## src/logic/game_port_pkg.sv

```systemverilog
// Constants shared by the dual game port block
package game_port_pkg;

	localparam int CLOCK_PERIOD_NS = 10;

	// Configuration indices
	localparam logic [7:0] CFG_BASE_HIGH_INDEX = 8'h60;
	localparam logic [7:0] CFG_BASE_LOW_INDEX = 8'h61;
	localparam logic [7:0] CFG_ACTIVATE_INDEX = 8'h30;
	localparam logic [7:0] CFG_POWER_CONTROL_INDEX = 8'h22;

	// Configuration field positions and reset values
	localparam int ACTIVATE_BIT = 0;
	localparam int POWER_GAME_BIT = 2;
	localparam logic [7:0] BASE_HIGH_RESET = 8'h00;
	localparam logic [7:0] BASE_LOW_RESET = 8'h00;
	localparam logic ACTIVATE_RESET = 1'b0;
	localparam logic [7:0] POWER_CONTROL_RESET = 8'h00;

	// Port register
	localparam logic [15:0] PORT_OFFSET = 16'h0000;
	localparam logic [7:0] PORT_RESET = 8'h00;
	localparam int STICK1_X_POS = 0;
	localparam int STICK1_Y_POS = 1;
	localparam int STICK2_X_POS = 2;
	localparam int STICK2_Y_POS = 3;
	localparam int STICK1_BUTTON1_POS = 4;
	localparam int STICK1_BUTTON2_POS = 5;
	localparam int STICK2_BUTTON1_POS = 6;
	localparam int STICK2_BUTTON2_POS = 7;

	// Least time the RC node is held discharged after a restart
	localparam int DISCHARGE_TIME_NS = 1000;
	localparam int DISCHARGE_CYCLES = (DISCHARGE_TIME_NS + CLOCK_PERIOD_NS - 1) / CLOCK_PERIOD_NS;

	typedef enum logic [1:0] {
		AXIS_IDLE = 2'b00,
		AXIS_DISCHARGE = 2'b01,
		AXIS_CHARGE = 2'b10
	} axis_state_e;

endpackage

```

## src/logic/axis_timer_channel.sv

```systemverilog
// One axis timer channel: RC discharge control and timed output bit
`timescale 1ns/1ps
module axis_timer_channel import game_port_pkg::*; #(
	parameter int DISCHARGE_COUNT = DISCHARGE_CYCLES
) (
	input wire logic clock,
	input wire logic resetn,
	input wire logic restart,
	input wire logic threshold_reached,
	output logic timer_out,
	output logic discharge
);

	localparam int CW = $clog2(DISCHARGE_COUNT + 1);
	localparam logic [CW-1:0] LAST = CW'(DISCHARGE_COUNT - 1);

	axis_state_e state;
	axis_state_e next_state;
	logic [CW-1:0] count;
	logic [CW-1:0] next_count;
	logic next_timer_out;
	logic next_discharge;

	always_comb begin
		next_state = state;
		next_count = count;
		case (state)
			AXIS_IDLE: begin
				next_count = '0;
			end
			AXIS_DISCHARGE: begin
				if (count == LAST) begin
					next_state = AXIS_CHARGE;
					next_count = '0;
				end else begin
					next_count = count + 1'b1;
				end
			end
			AXIS_CHARGE: begin
				if (threshold_reached) begin
					next_state = AXIS_IDLE;
				end
			end
			default: begin
				next_state = AXIS_IDLE;
				next_count = '0;
			end
		endcase
		if (restart) begin
			next_state = AXIS_DISCHARGE;
			next_count = '0;
		end
		next_timer_out = (next_state != AXIS_IDLE);
		next_discharge = (next_state != AXIS_CHARGE);
	end

	always_ff @(posedge clock) begin
		if (!resetn) begin
			state <= AXIS_IDLE;
			count <= '0;
			timer_out <= 1'b0;
			discharge <= 1'b1;
		end else begin
			state <= next_state;
			count <= next_count;
			timer_out <= next_timer_out;
			discharge <= next_discharge;
		end
	end

endmodule

```

## src/logic/dual_joystick_game_port.sv

```systemverilog
// Dual joystick game port: decode, configuration, axis timers and port register
// Operation
// - Two ports, each two axis timers, two buttons
// - Port write discharges and restarts all axis timers
// - Restart happens on write strobe trailing edge
// - Threshold crossing clears bit, discharges RC input
// - Fixed bit layout of buttons and axes
// - Eight-bit read-only register, offset zero, resets 00h
// - I/O read/write at base are port cycles
// - Base address from indices 0x60 high, 0x61 low
// - Activate cleared disables base address decoding
// - Power-control bit 2 mirrors the activate bit
`timescale 1ns/1ps
module dual_joystick_game_port import game_port_pkg::*; #(
	parameter int DISCHARGE_COUNT = DISCHARGE_CYCLES
) (
	input wire logic clock,
	input wire logic resetn,
	input wire logic [15:0] io_addr,
	input wire logic io_read,
	input wire logic io_write,
	input wire logic [7:0] cfg_index,
	input wire logic [7:0] cfg_wdata,
	input wire logic cfg_write,
	output logic [7:0] cfg_rdata,
	input wire logic stick1_axis_x_rc_input,
	input wire logic stick1_axis_y_rc_input,
	input wire logic stick2_axis_x_rc_input,
	input wire logic stick2_axis_y_rc_input,
	input wire logic stick1_button1,
	input wire logic stick1_button2,
	input wire logic stick2_button1,
	input wire logic stick2_button2,
	output logic stick1_axis_x_discharge,
	output logic stick1_axis_y_discharge,
	output logic stick2_axis_x_discharge,
	output logic stick2_axis_y_discharge,
	output logic [7:0] io_rdata,
	output logic port_read_cycle,
	output logic port_write_cycle
);

	// Pin synchronisers: axis comparators and buttons
	logic [3:0] rc_meta;
	logic [3:0] rc_sync;
	logic [3:0] button_meta;
	logic [3:0] button_sync;
	logic [3:0] rc_pins;
	logic [3:0] button_pins;

	// Configuration state
	logic [7:0] base_high;
	logic [7:0] base_low;
	logic activate;
	logic [7:0] power_control_config;
	logic [7:0] next_base_high;
	logic [7:0] next_base_low;
	logic next_activate;
	logic [7:0] next_power_control_config;
	logic [7:0] next_cfg_rdata;

	// Host cycle state
	logic write_prev;
	logic write_hit;
	logic read_prev;
	logic next_write_hit;
	logic next_port_write_cycle;
	logic next_port_read_cycle;
	logic [7:0] next_io_rdata;
	logic [7:0] joystick_port_state;
	logic [7:0] next_joystick_port_state;
	logic [15:0] port_base;
	logic address_hit;

	// Channel outputs
	logic [3:0] axis_bits;
	logic [3:0] axis_discharge;

	assign rc_pins = {stick2_axis_y_rc_input, stick2_axis_x_rc_input,
		stick1_axis_y_rc_input, stick1_axis_x_rc_input};
	assign button_pins = {stick2_button2, stick2_button1, stick1_button2, stick1_button1};

	always_ff @(posedge clock) begin
		if (!resetn) begin
			rc_meta <= '0;
			rc_sync <= '0;
			button_meta <= '0;
			button_sync <= '0;
		end else begin
			rc_meta <= rc_pins;
			rc_sync <= rc_meta;
			button_meta <= button_pins;
			button_sync <= button_meta;
		end
	end

	// Configuration registers
	always_comb begin
		next_base_high = base_high;
		next_base_low = base_low;
		next_activate = activate;
		next_power_control_config = power_control_config;
		if (cfg_write) begin
			case (cfg_index)
				CFG_BASE_HIGH_INDEX: begin
					next_base_high = cfg_wdata;
				end
				CFG_BASE_LOW_INDEX: begin
					next_base_low = cfg_wdata;
				end
				CFG_ACTIVATE_INDEX: begin
					next_activate = cfg_wdata[ACTIVATE_BIT];
				end
				CFG_POWER_CONTROL_INDEX: begin
					next_power_control_config = cfg_wdata;
					next_activate = cfg_wdata[POWER_GAME_BIT];
				end
				default: begin
					next_activate = activate;
				end
			endcase
		end
		next_power_control_config[POWER_GAME_BIT] = next_activate;
		case (cfg_index)
			CFG_BASE_HIGH_INDEX: next_cfg_rdata = next_base_high;
			CFG_BASE_LOW_INDEX: next_cfg_rdata = next_base_low;
			CFG_ACTIVATE_INDEX: next_cfg_rdata = {7'h00, next_activate};
			CFG_POWER_CONTROL_INDEX: next_cfg_rdata = next_power_control_config;
			default: next_cfg_rdata = 8'h00;
		endcase
	end

	always_ff @(posedge clock) begin
		if (!resetn) begin
			base_high <= BASE_HIGH_RESET;
			base_low <= BASE_LOW_RESET;
			activate <= ACTIVATE_RESET;
			power_control_config <= POWER_CONTROL_RESET;
			cfg_rdata <= 8'h00;
		end else begin
			base_high <= next_base_high;
			base_low <= next_base_low;
			activate <= next_activate;
			power_control_config <= next_power_control_config;
			cfg_rdata <= next_cfg_rdata;
		end
	end

	// Address decode
	assign port_base = {base_high, base_low};
	assign address_hit = activate && (io_addr == port_base + PORT_OFFSET);

	// Host cycles and port register
	always_comb begin
		next_write_hit = 1'b0;
		if (io_write) begin
			next_write_hit = write_hit | address_hit;
		end
		next_port_write_cycle = write_prev && !io_write && write_hit;
		next_port_read_cycle = io_read && !read_prev && address_hit;
		next_joystick_port_state = PORT_RESET;
		next_joystick_port_state[STICK1_X_POS] = axis_bits[0];
		next_joystick_port_state[STICK1_Y_POS] = axis_bits[1];
		next_joystick_port_state[STICK2_X_POS] = axis_bits[2];
		next_joystick_port_state[STICK2_Y_POS] = axis_bits[3];
		next_joystick_port_state[STICK1_BUTTON1_POS] = button_sync[0];
		next_joystick_port_state[STICK1_BUTTON2_POS] = button_sync[1];
		next_joystick_port_state[STICK2_BUTTON1_POS] = button_sync[2];
		next_joystick_port_state[STICK2_BUTTON2_POS] = button_sync[3];
		next_io_rdata = 8'h00;
		if (io_read && address_hit) begin
			next_io_rdata = joystick_port_state;
		end
	end

	always_ff @(posedge clock) begin
		if (!resetn) begin
			write_prev <= 1'b0;
			write_hit <= 1'b0;
			read_prev <= 1'b0;
			port_write_cycle <= 1'b0;
			port_read_cycle <= 1'b0;
			joystick_port_state <= PORT_RESET;
			io_rdata <= 8'h00;
		end else begin
			write_prev <= io_write;
			write_hit <= next_write_hit;
			read_prev <= io_read;
			port_write_cycle <= next_port_write_cycle;
			port_read_cycle <= next_port_read_cycle;
			joystick_port_state <= next_joystick_port_state;
			io_rdata <= next_io_rdata;
		end
	end

	// Four axis timers: stick1 x, stick1 y, stick2 x, stick2 y
	for (genvar i = 0; i < 4; i++) begin : g_axis
		axis_timer_channel #(
			.DISCHARGE_COUNT(DISCHARGE_COUNT)
		) u_axis (
			.clock(clock),
			.resetn(resetn),
			.restart(port_write_cycle),
			.threshold_reached(rc_sync[i]),
			.timer_out(axis_bits[i]),
			.discharge(axis_discharge[i])
		);
	end

	assign stick1_axis_x_discharge = axis_discharge[0];
	assign stick1_axis_y_discharge = axis_discharge[1];
	assign stick2_axis_x_discharge = axis_discharge[2];
	assign stick2_axis_y_discharge = axis_discharge[3];

endmodule

```

## config.mk

```make
export PLATFORM = sky130hd
export DESIGN_NAME = dual_joystick_game_port
export DESIGN_NICKNAME = d
export VERILOG_FILES = /design/src/logic/game_port_pkg.sv /design/src/logic/axis_timer_channel.sv /design/src/logic/dual_joystick_game_port.sv
export SDC_FILE = /design/constraint.sdc
export NUM_CORES = 1
export LEC_CHECK = 0
export ABC_CLOCK_PERIOD_IN_PS = 1700
export BUFFER_PORTS_ARGS = -buffer_cell sky130_fd_sc_hd__buf_2
export CORE_ASPECT_RATIO = 1.5
export CORE_UTILIZATION = 51
export CTS_CLUSTER_DIAMETER = 80
export DETAILED_ROUTE_END_ITERATION = 8
export GPL_ROUTABILITY_DRIVEN = 0
export PLACE_DENSITY = 0.84
export SYNTH_ARGS = -nofsm -noshare
export SYNTH_HDL_FRONTEND = slang
export SYNTH_SLANG_ARGS = --single-unit
export TNS_END_PERCENT = 20
```

## constraint.sdc

```tcl
create_clock -name clock -period 1.7 [get_ports clock]
set_clock_uncertainty 0.05 [all_clocks]
set_input_delay 0.17 -clock clock [delete_from_list [all_inputs] [get_ports clock]]
set_output_delay 0.17 -clock clock [all_outputs]
set_load 0.02 [all_outputs]
```

==> metrics, run 1 <==
Final min period 1.696 ns; most used flip-flop cell after synthesis dfxtp_1; Leakage Power 2.524 nW; commonest non-fill, non-tap cell in the layout dfxtp_1; Root Buffer clkbuf_16; number of DRC markers in iteration 0 204; Clk pin slew, worst setup/hold paths 0.05 ns; Final period util 99.77%; width of the die about 80 um; ANT nets after route 0; total of endpoints with negative setup slack in the final report 0; P per Cell Area 1040 nW/um^2; switching power share of the total 22.13%; path class of the lowest-slack min-delay path in -> reg; Total GRT Usage 25.23%; clock buffers created by TritonCTS 17; num ports 67; via count of the first global-routing pass between 4k and 5k; startpoint type of the worst setup path flop; instance count after placement with tap cells included 668; ratio of routed vias to standard cells 5.737; Sink Count 113; Seq/Total Area, Yosys 48.52%; cell-internal power a little under 5 mW; Slowest-stage cell, CP or4b_4; number of max-capacitance violations reported 0; final routed wire length divided by cell count approximately 17 um; number of buffers on the longest clock path 2; Syn Nets around 530; Data required, critical path slightly below 2 ns; Post-synth EDFFs 0; total length of routed wires 11840 um; register bit count reported by yosys 113; Inserted Diodes 0; Max-Slew Margin vs Limit 70.36%; sum of net half-perimeters after detailed placement around 7700 um; pin count of the biggest net entering global routing 33; final standard cell count with taps included and fillers excluded ~700; layout filler cell count 653; data arrival time of the critical path 1.93 ns; mean instance size in the synthesized netlist 9.733 um^2; post-synth cell types 45; hold_ws 0.02221 ns; mapped cell area 4662 um^2; Final Power 6.295 mW; list of cells traversed by the critical path or4b_4, o21a_4, buf_4, a21oi_1, a311oi_1; relative contribution of combinational cells to total power under 10%; die area 9535 um^2; First-pass DRT Iterations 5; DRC violations left 0; most used cells in the layout excluding fill and tap cells 113 x dfxtp_1, 66 x buf_2, 37 x buf_4; Synth warnings 0; proportion of netlist area held by the largest area contributor between 40% and 50%; delay of the slowest cell on the worst path 0.57 ns; maximum level of the CTS H-tree 4; count of final max-slew check failures 0; antenna violations before repair 0; layout cell share with drive strength beyond 1 27.50%; synth-to-layout area growth 29.79%; count of mapped cells out of synthesis 479; largest fanout on the critical path 6; setup TNS 0 ns; IR Drop Worst-Case VDD about 0.97 mV; Clock Power Share 53.7%; slew at the pin closest to its max-slew limit 0.4422 ns; sequential share of power 42.6%; leading area contributor after synthesis dfxtp_1; latest clock arrival within the worst-skew pair ~0.42 ns; P_sw 1.393 mW; proportion of synthesized flip-flops having asynchronous set or reset 0%; Crit Path Category reg -> reg; CTS tree built; Final Hold Viols 0; Via Count roughly 4.1k; count of buffers inserted at the top-level ports 66; Worst setup EP type flop; f_max roughly 590 MHz; run status completed; Area contributors post-synth dfxtp_1 49%, mux2i_1 4.9%, and2_1 3.8%; row count 42; Placeable Area 8828 um^2; sum of overflow across all layers after global routing 0; fin nets 636; global-route wire length before repair 18150 um; die span in y 119.1 um; initial core utilization 52.81%
worst max-delay path: cells and delay by family, from the launching register on:
| family | cells | cell delay, ns |
|---|---|---|
| simple gates | 1 | 0.57 |
| buf+inv | 1 | 0.16 |
| compound gates | 3 | 0.46 |
| flops | 1 | 0.33 |
cell families (layout without fill, tap and decap cells):
family | after synthesis | in the layout | share of synthesized area, %
compound gates | 97 | 97 | 14.81
xor+xnor | 16 | 16 | 3.006
fa+ha+maj | 4 | 4 | 1.074
buf+inv | 37 | 158 | 3.596
flops | 113 | 113 | 48.52
mux | 29 | 29 | 6.387
simple gates | 183 | 183 | 22.60
Yosys cell counts, types with 4 or more instances:
cell      number
dfxtp_1      113
buf_2          5
o211ai_1       9
nand2_1       27
mux2i_1       23
a21boi_0       6
nand3_1       29
nand2b_1      10
nor2b_1       27
and2_1        28
xor2_1        15
a41oi_1        9
a311oi_1      17
o21a_1        10
a22oi_1        5
a21o_1         8
o21ai_0        9
nor4_1        12
a21oi_1       17
inv_1         14
clkbuf_1      15
nor2_1        15
ha_1           4
mux2_2         6
or2b_1         6
sequential cells by signal (all words and copies together), names as in the netlist, 4 cells and up:
name	cells
button_sync	4
button_meta	4
rc_meta	4
power_control_config	8
base_low	8
rc_sync	4
g_axis.u_axis.count	28
g_axis.u_axis.state	8
io_rdata	8
g_axis.u_axis.discharge	4
g_axis.u_axis.timer_out	4
base_high	8
joystick_port_state	8
cfg_rdata	8
power by group through the flow:
stage / combinational (mW) / sequential (mW) / clock, mW
finish: 0.234 / 2.68 / 3.38
global route: 0.251 / 2.68 / 3.53
CTS: 0.227 / 2.68 / 3.39
detailed placement: 0.209 / 2.74 / 0
global placement: 0.202 / 2.73 / 0
floorplan: 0.0993 / 2.73 / 0
area by class of cell:
class,instances,area (um^2),area share (%)
clock buffers,20,466.7,7.713
clock inverters,12,108.9,1.799
multi-input cells,329,2325,38.42
repair buffers,112,698.2,11.54
inverters,14,52.55,0.8685
well taps,110,137.6,2.275
flip-flops and latches,113,2262,37.39
metrics by stage:
stage / worst slack (ns) / util [%] / area (um^2)
6_report: 0.003937 / 68.54 / 6051
5_1_grt: -0.07652 / 68.54 / 6051
4_1_cts: 0.0002245 / 67.59 / 5967
3_5_place_dp: -0.02661 / 59.86 / 5285
3_3_place_gp: 0.06558 / 59.86 / 5285
2_1_floorplan: 0.03246 / - / 4662
routing by layer:
metal / vias to the layer above / track usage (%) / share of wire, %
met5: - / 0 / 0
met4: 0 / 12.28 / 3.2
met3: 39 / 7.280 / 4.7
met2: 159 / 46.58 / 55
met1: 1936 / 24.93 / 37
li1: 1939 / - / -
timing repair:
action                                 in CTS  in global routing
gates cloned                                0                  0
hold buffers                                9                  0
endpoints found under the hold margin       9                  0
setup endpoints to repair                   7                 25
buffers inserted                            0                  1
pin swaps                                   0                  3
gates resized for setup                     4                 17
final timing paths:
check	from	end	slack (ns)	depth (start not counted)
setup / recovery	g_axis[1].u_axis.count[2]$_SDFFE_PP0P_	g_axis[1].u_axis.count[3]$_SDFFE_PP0P_	0.004	5
hold / removal	cfg_wdata[7]	base_low[7]$_SDFF_PN0_	0.02	3
setup reg to reg	g_axis[1].u_axis.count[2]$_SDFFE_PP0P_	g_axis[1].u_axis.count[3]$_SDFFE_PP0P_	0.004	5
hold reg to reg	read_prev$_SDFF_PN0_	port_read_cycle$_SDFF_PN0_	0.35	1
Note: power is estimated with default switching activity, not from simulation.
==> inputs of run 2 (changes only) <==
ABC_CLOCK_PERIOD_IN_PS = 1800   (was 1700)
CORE_UTILIZATION = 35   (was 51)
PLACE_DENSITY = 0.62   (was 0.84)
clock period = 1.8 ns   (was 1.7 ns; I/O delays follow)
==> run 2 against run 1 <==
  * Worst setup slack better by 0.069 ns
  * Flip-flop and latch count unchanged
  * Largest cell class unchanged
  * Sequential share of layout area up 0.98 points
  * Register-to-register slack better by 0.07 ns
==> metrics, run 2 (synthesized netlist as in run 1, its figures left out) <==
First-pass DRT Iterations 4; number of DRC markers in iteration 0 210; die area 13800 um^2; CTS tree built; Final Hold Viols 0; total cell area at the placement stage 5249 um^2; setup TNS 0 ns; width of the die between 90 and 100 um; Leakage Power roughly 2.4 nW; Clk pin slew, worst setup/hold paths 0.05 ns; DRC violations left 0; Placeable Area roughly 13000 um^2; total of endpoints with negative setup slack in the final report 0; latest clock arrival within the worst-skew pair 0.41 ns; antenna violations before repair 0; pin count of the biggest net entering global routing 30; flip-flop count of the largest register, all copies and words added 28; maximum level of the CTS H-tree 4; instance count after placement with tap cells included approximately 700; clock buffers created by TritonCTS 17; Worst setup EP type flop; initial core utilization 35.81%; Max-Slew Margin vs Limit 70.00%; pre-CTS setup slack around 0.010 ns; number of buffers on the longest clock path 2; count of final max-slew check failures 0; Final Power roughly 5.6 mW; via count of the first global-routing pass 3727; number of max-capacitance violations reported 0; path class of the lowest-slack min-delay path in -> reg; Data required, critical path around 2.0 ns; largest fanout on the critical path 7; sum of overflow across all layers after global routing 0; Final period util 95.95%; final routed wire length divided by cell count 14.41 um; worst path setup slack after routing 0.07296 ns; Crit Path Category reg -> reg; f_max between 500 and 600 MHz; ANT nets after route 0; startpoint type of the worst setup path flop; total length of routed wires 10740 um; P per Cell Area approximately 960 nW/um^2; hold_ws 0.03278 ns; run status completed; sum of net half-perimeters after detailed placement approximately 7700 um; total non-filler cell area in the finished layout around 6000 um^2; most used cells in the layout excluding fill and tap cells 113 x dfxtp_1, 66 x buf_2, 29 x nand3_1; global-route wire length before repair 17590 um; ratio of routed vias to standard cells between 5 and 6; Inserted Diodes 0; Sink Count between 100 and 150; count of buffers inserted at the top-level ports 66; Via Count 3837; slew at the pin closest to its max-slew limit 0.4437 ns; Reg2Reg Setup Slack around 0.073 ns; die span in y 143.4 um; Final min period 1.727 ns; commonest non-fill, non-tap cell in the layout dfxtp_1; unrepaired setup endpoints after global routing no; Total GRT Usage 16.84%; IR Drop Worst-Case VDD slightly below 0.7 mV; layout cell share with drive strength beyond 1 23.89%; synth-to-layout area growth 26.46%; register with the most flip-flops g_axis.u_axis.count; fin nets 622; row count 51; data arrival time of the critical path 1.96 ns; final standard cell count with taps included and fillers excluded 745; num ports 67; Root Buffer clkbuf_16; utilization after layout between 40% and 50%
-- run 2: metal layers --
| metal | up-vias | track usage [%] | part of all wire, % |
|---|---|---|---|
| met5 | - | 0 | 0 |
| met4 | 0 | 7.070 | 1.6 |
| met3 | 14 | 4.656 | 3.9 |
| met2 | 98 | 28.67 | 52 |
| met1 | 1816 | 19.50 | 43 |
| li1 | 1909 | - | - |
-- run 2: final cells by class --
class	count	area [um^2]
timing repair buffer	98	593.1
inverter	14	52.55
clock inverter	14	93.84
fill	1322	7122
sequential	113	2262
clock buffer	18	429.2
tap	159	198.9
multi-input combinational	329	2266
-- run 2: path summary, 6_finish.rpt --
| kind | start | endpoint | depth (start not counted) |
|---|---|---|---|
| worst max register to register | g_axis[1].u_axis.count[2]$_SDFFE_PP0P_ | g_axis[1].u_axis.count[1]$_SDFFE_PP0P_ | 5 |
| worst min-delay path | cfg_wdata[6] | cfg_rdata[6]$_SDFF_PN0_ | 3 |
| worst min register to register | read_prev$_SDFF_PN0_ | port_read_cycle$_SDFF_PN0_ | 1 |
| worst max-delay path | g_axis[1].u_axis.count[2]$_SDFFE_PP0P_ | g_axis[1].u_axis.count[1]$_SDFFE_PP0P_ | 5 |
-- run 2: repair_timing --
action | CTS | global route
endpoints found under the hold margin | 9 | 0
hold buffers | 9 | 0
setup endpoints to repair | 1 | 19
setup buffers | 0 | 0
gates resized for setup | 1 | 7
-- run 2: critical path, cell delays in order, from the launching register on --
cell	delay, ns
dfxtp_1	0.33
or4b_1	0.57
o21a_2	0.27
buf_4	0.16
a22oi_1	0.17
nor2_1	0.05
-- run 2: report_power, final --
part	internal [mW]	switching, mW	leakage [nW]
clock	1.74	1.15	0.248
combinational	0.101	0.115	1.25
sequential	2.53	0.00541	0.914
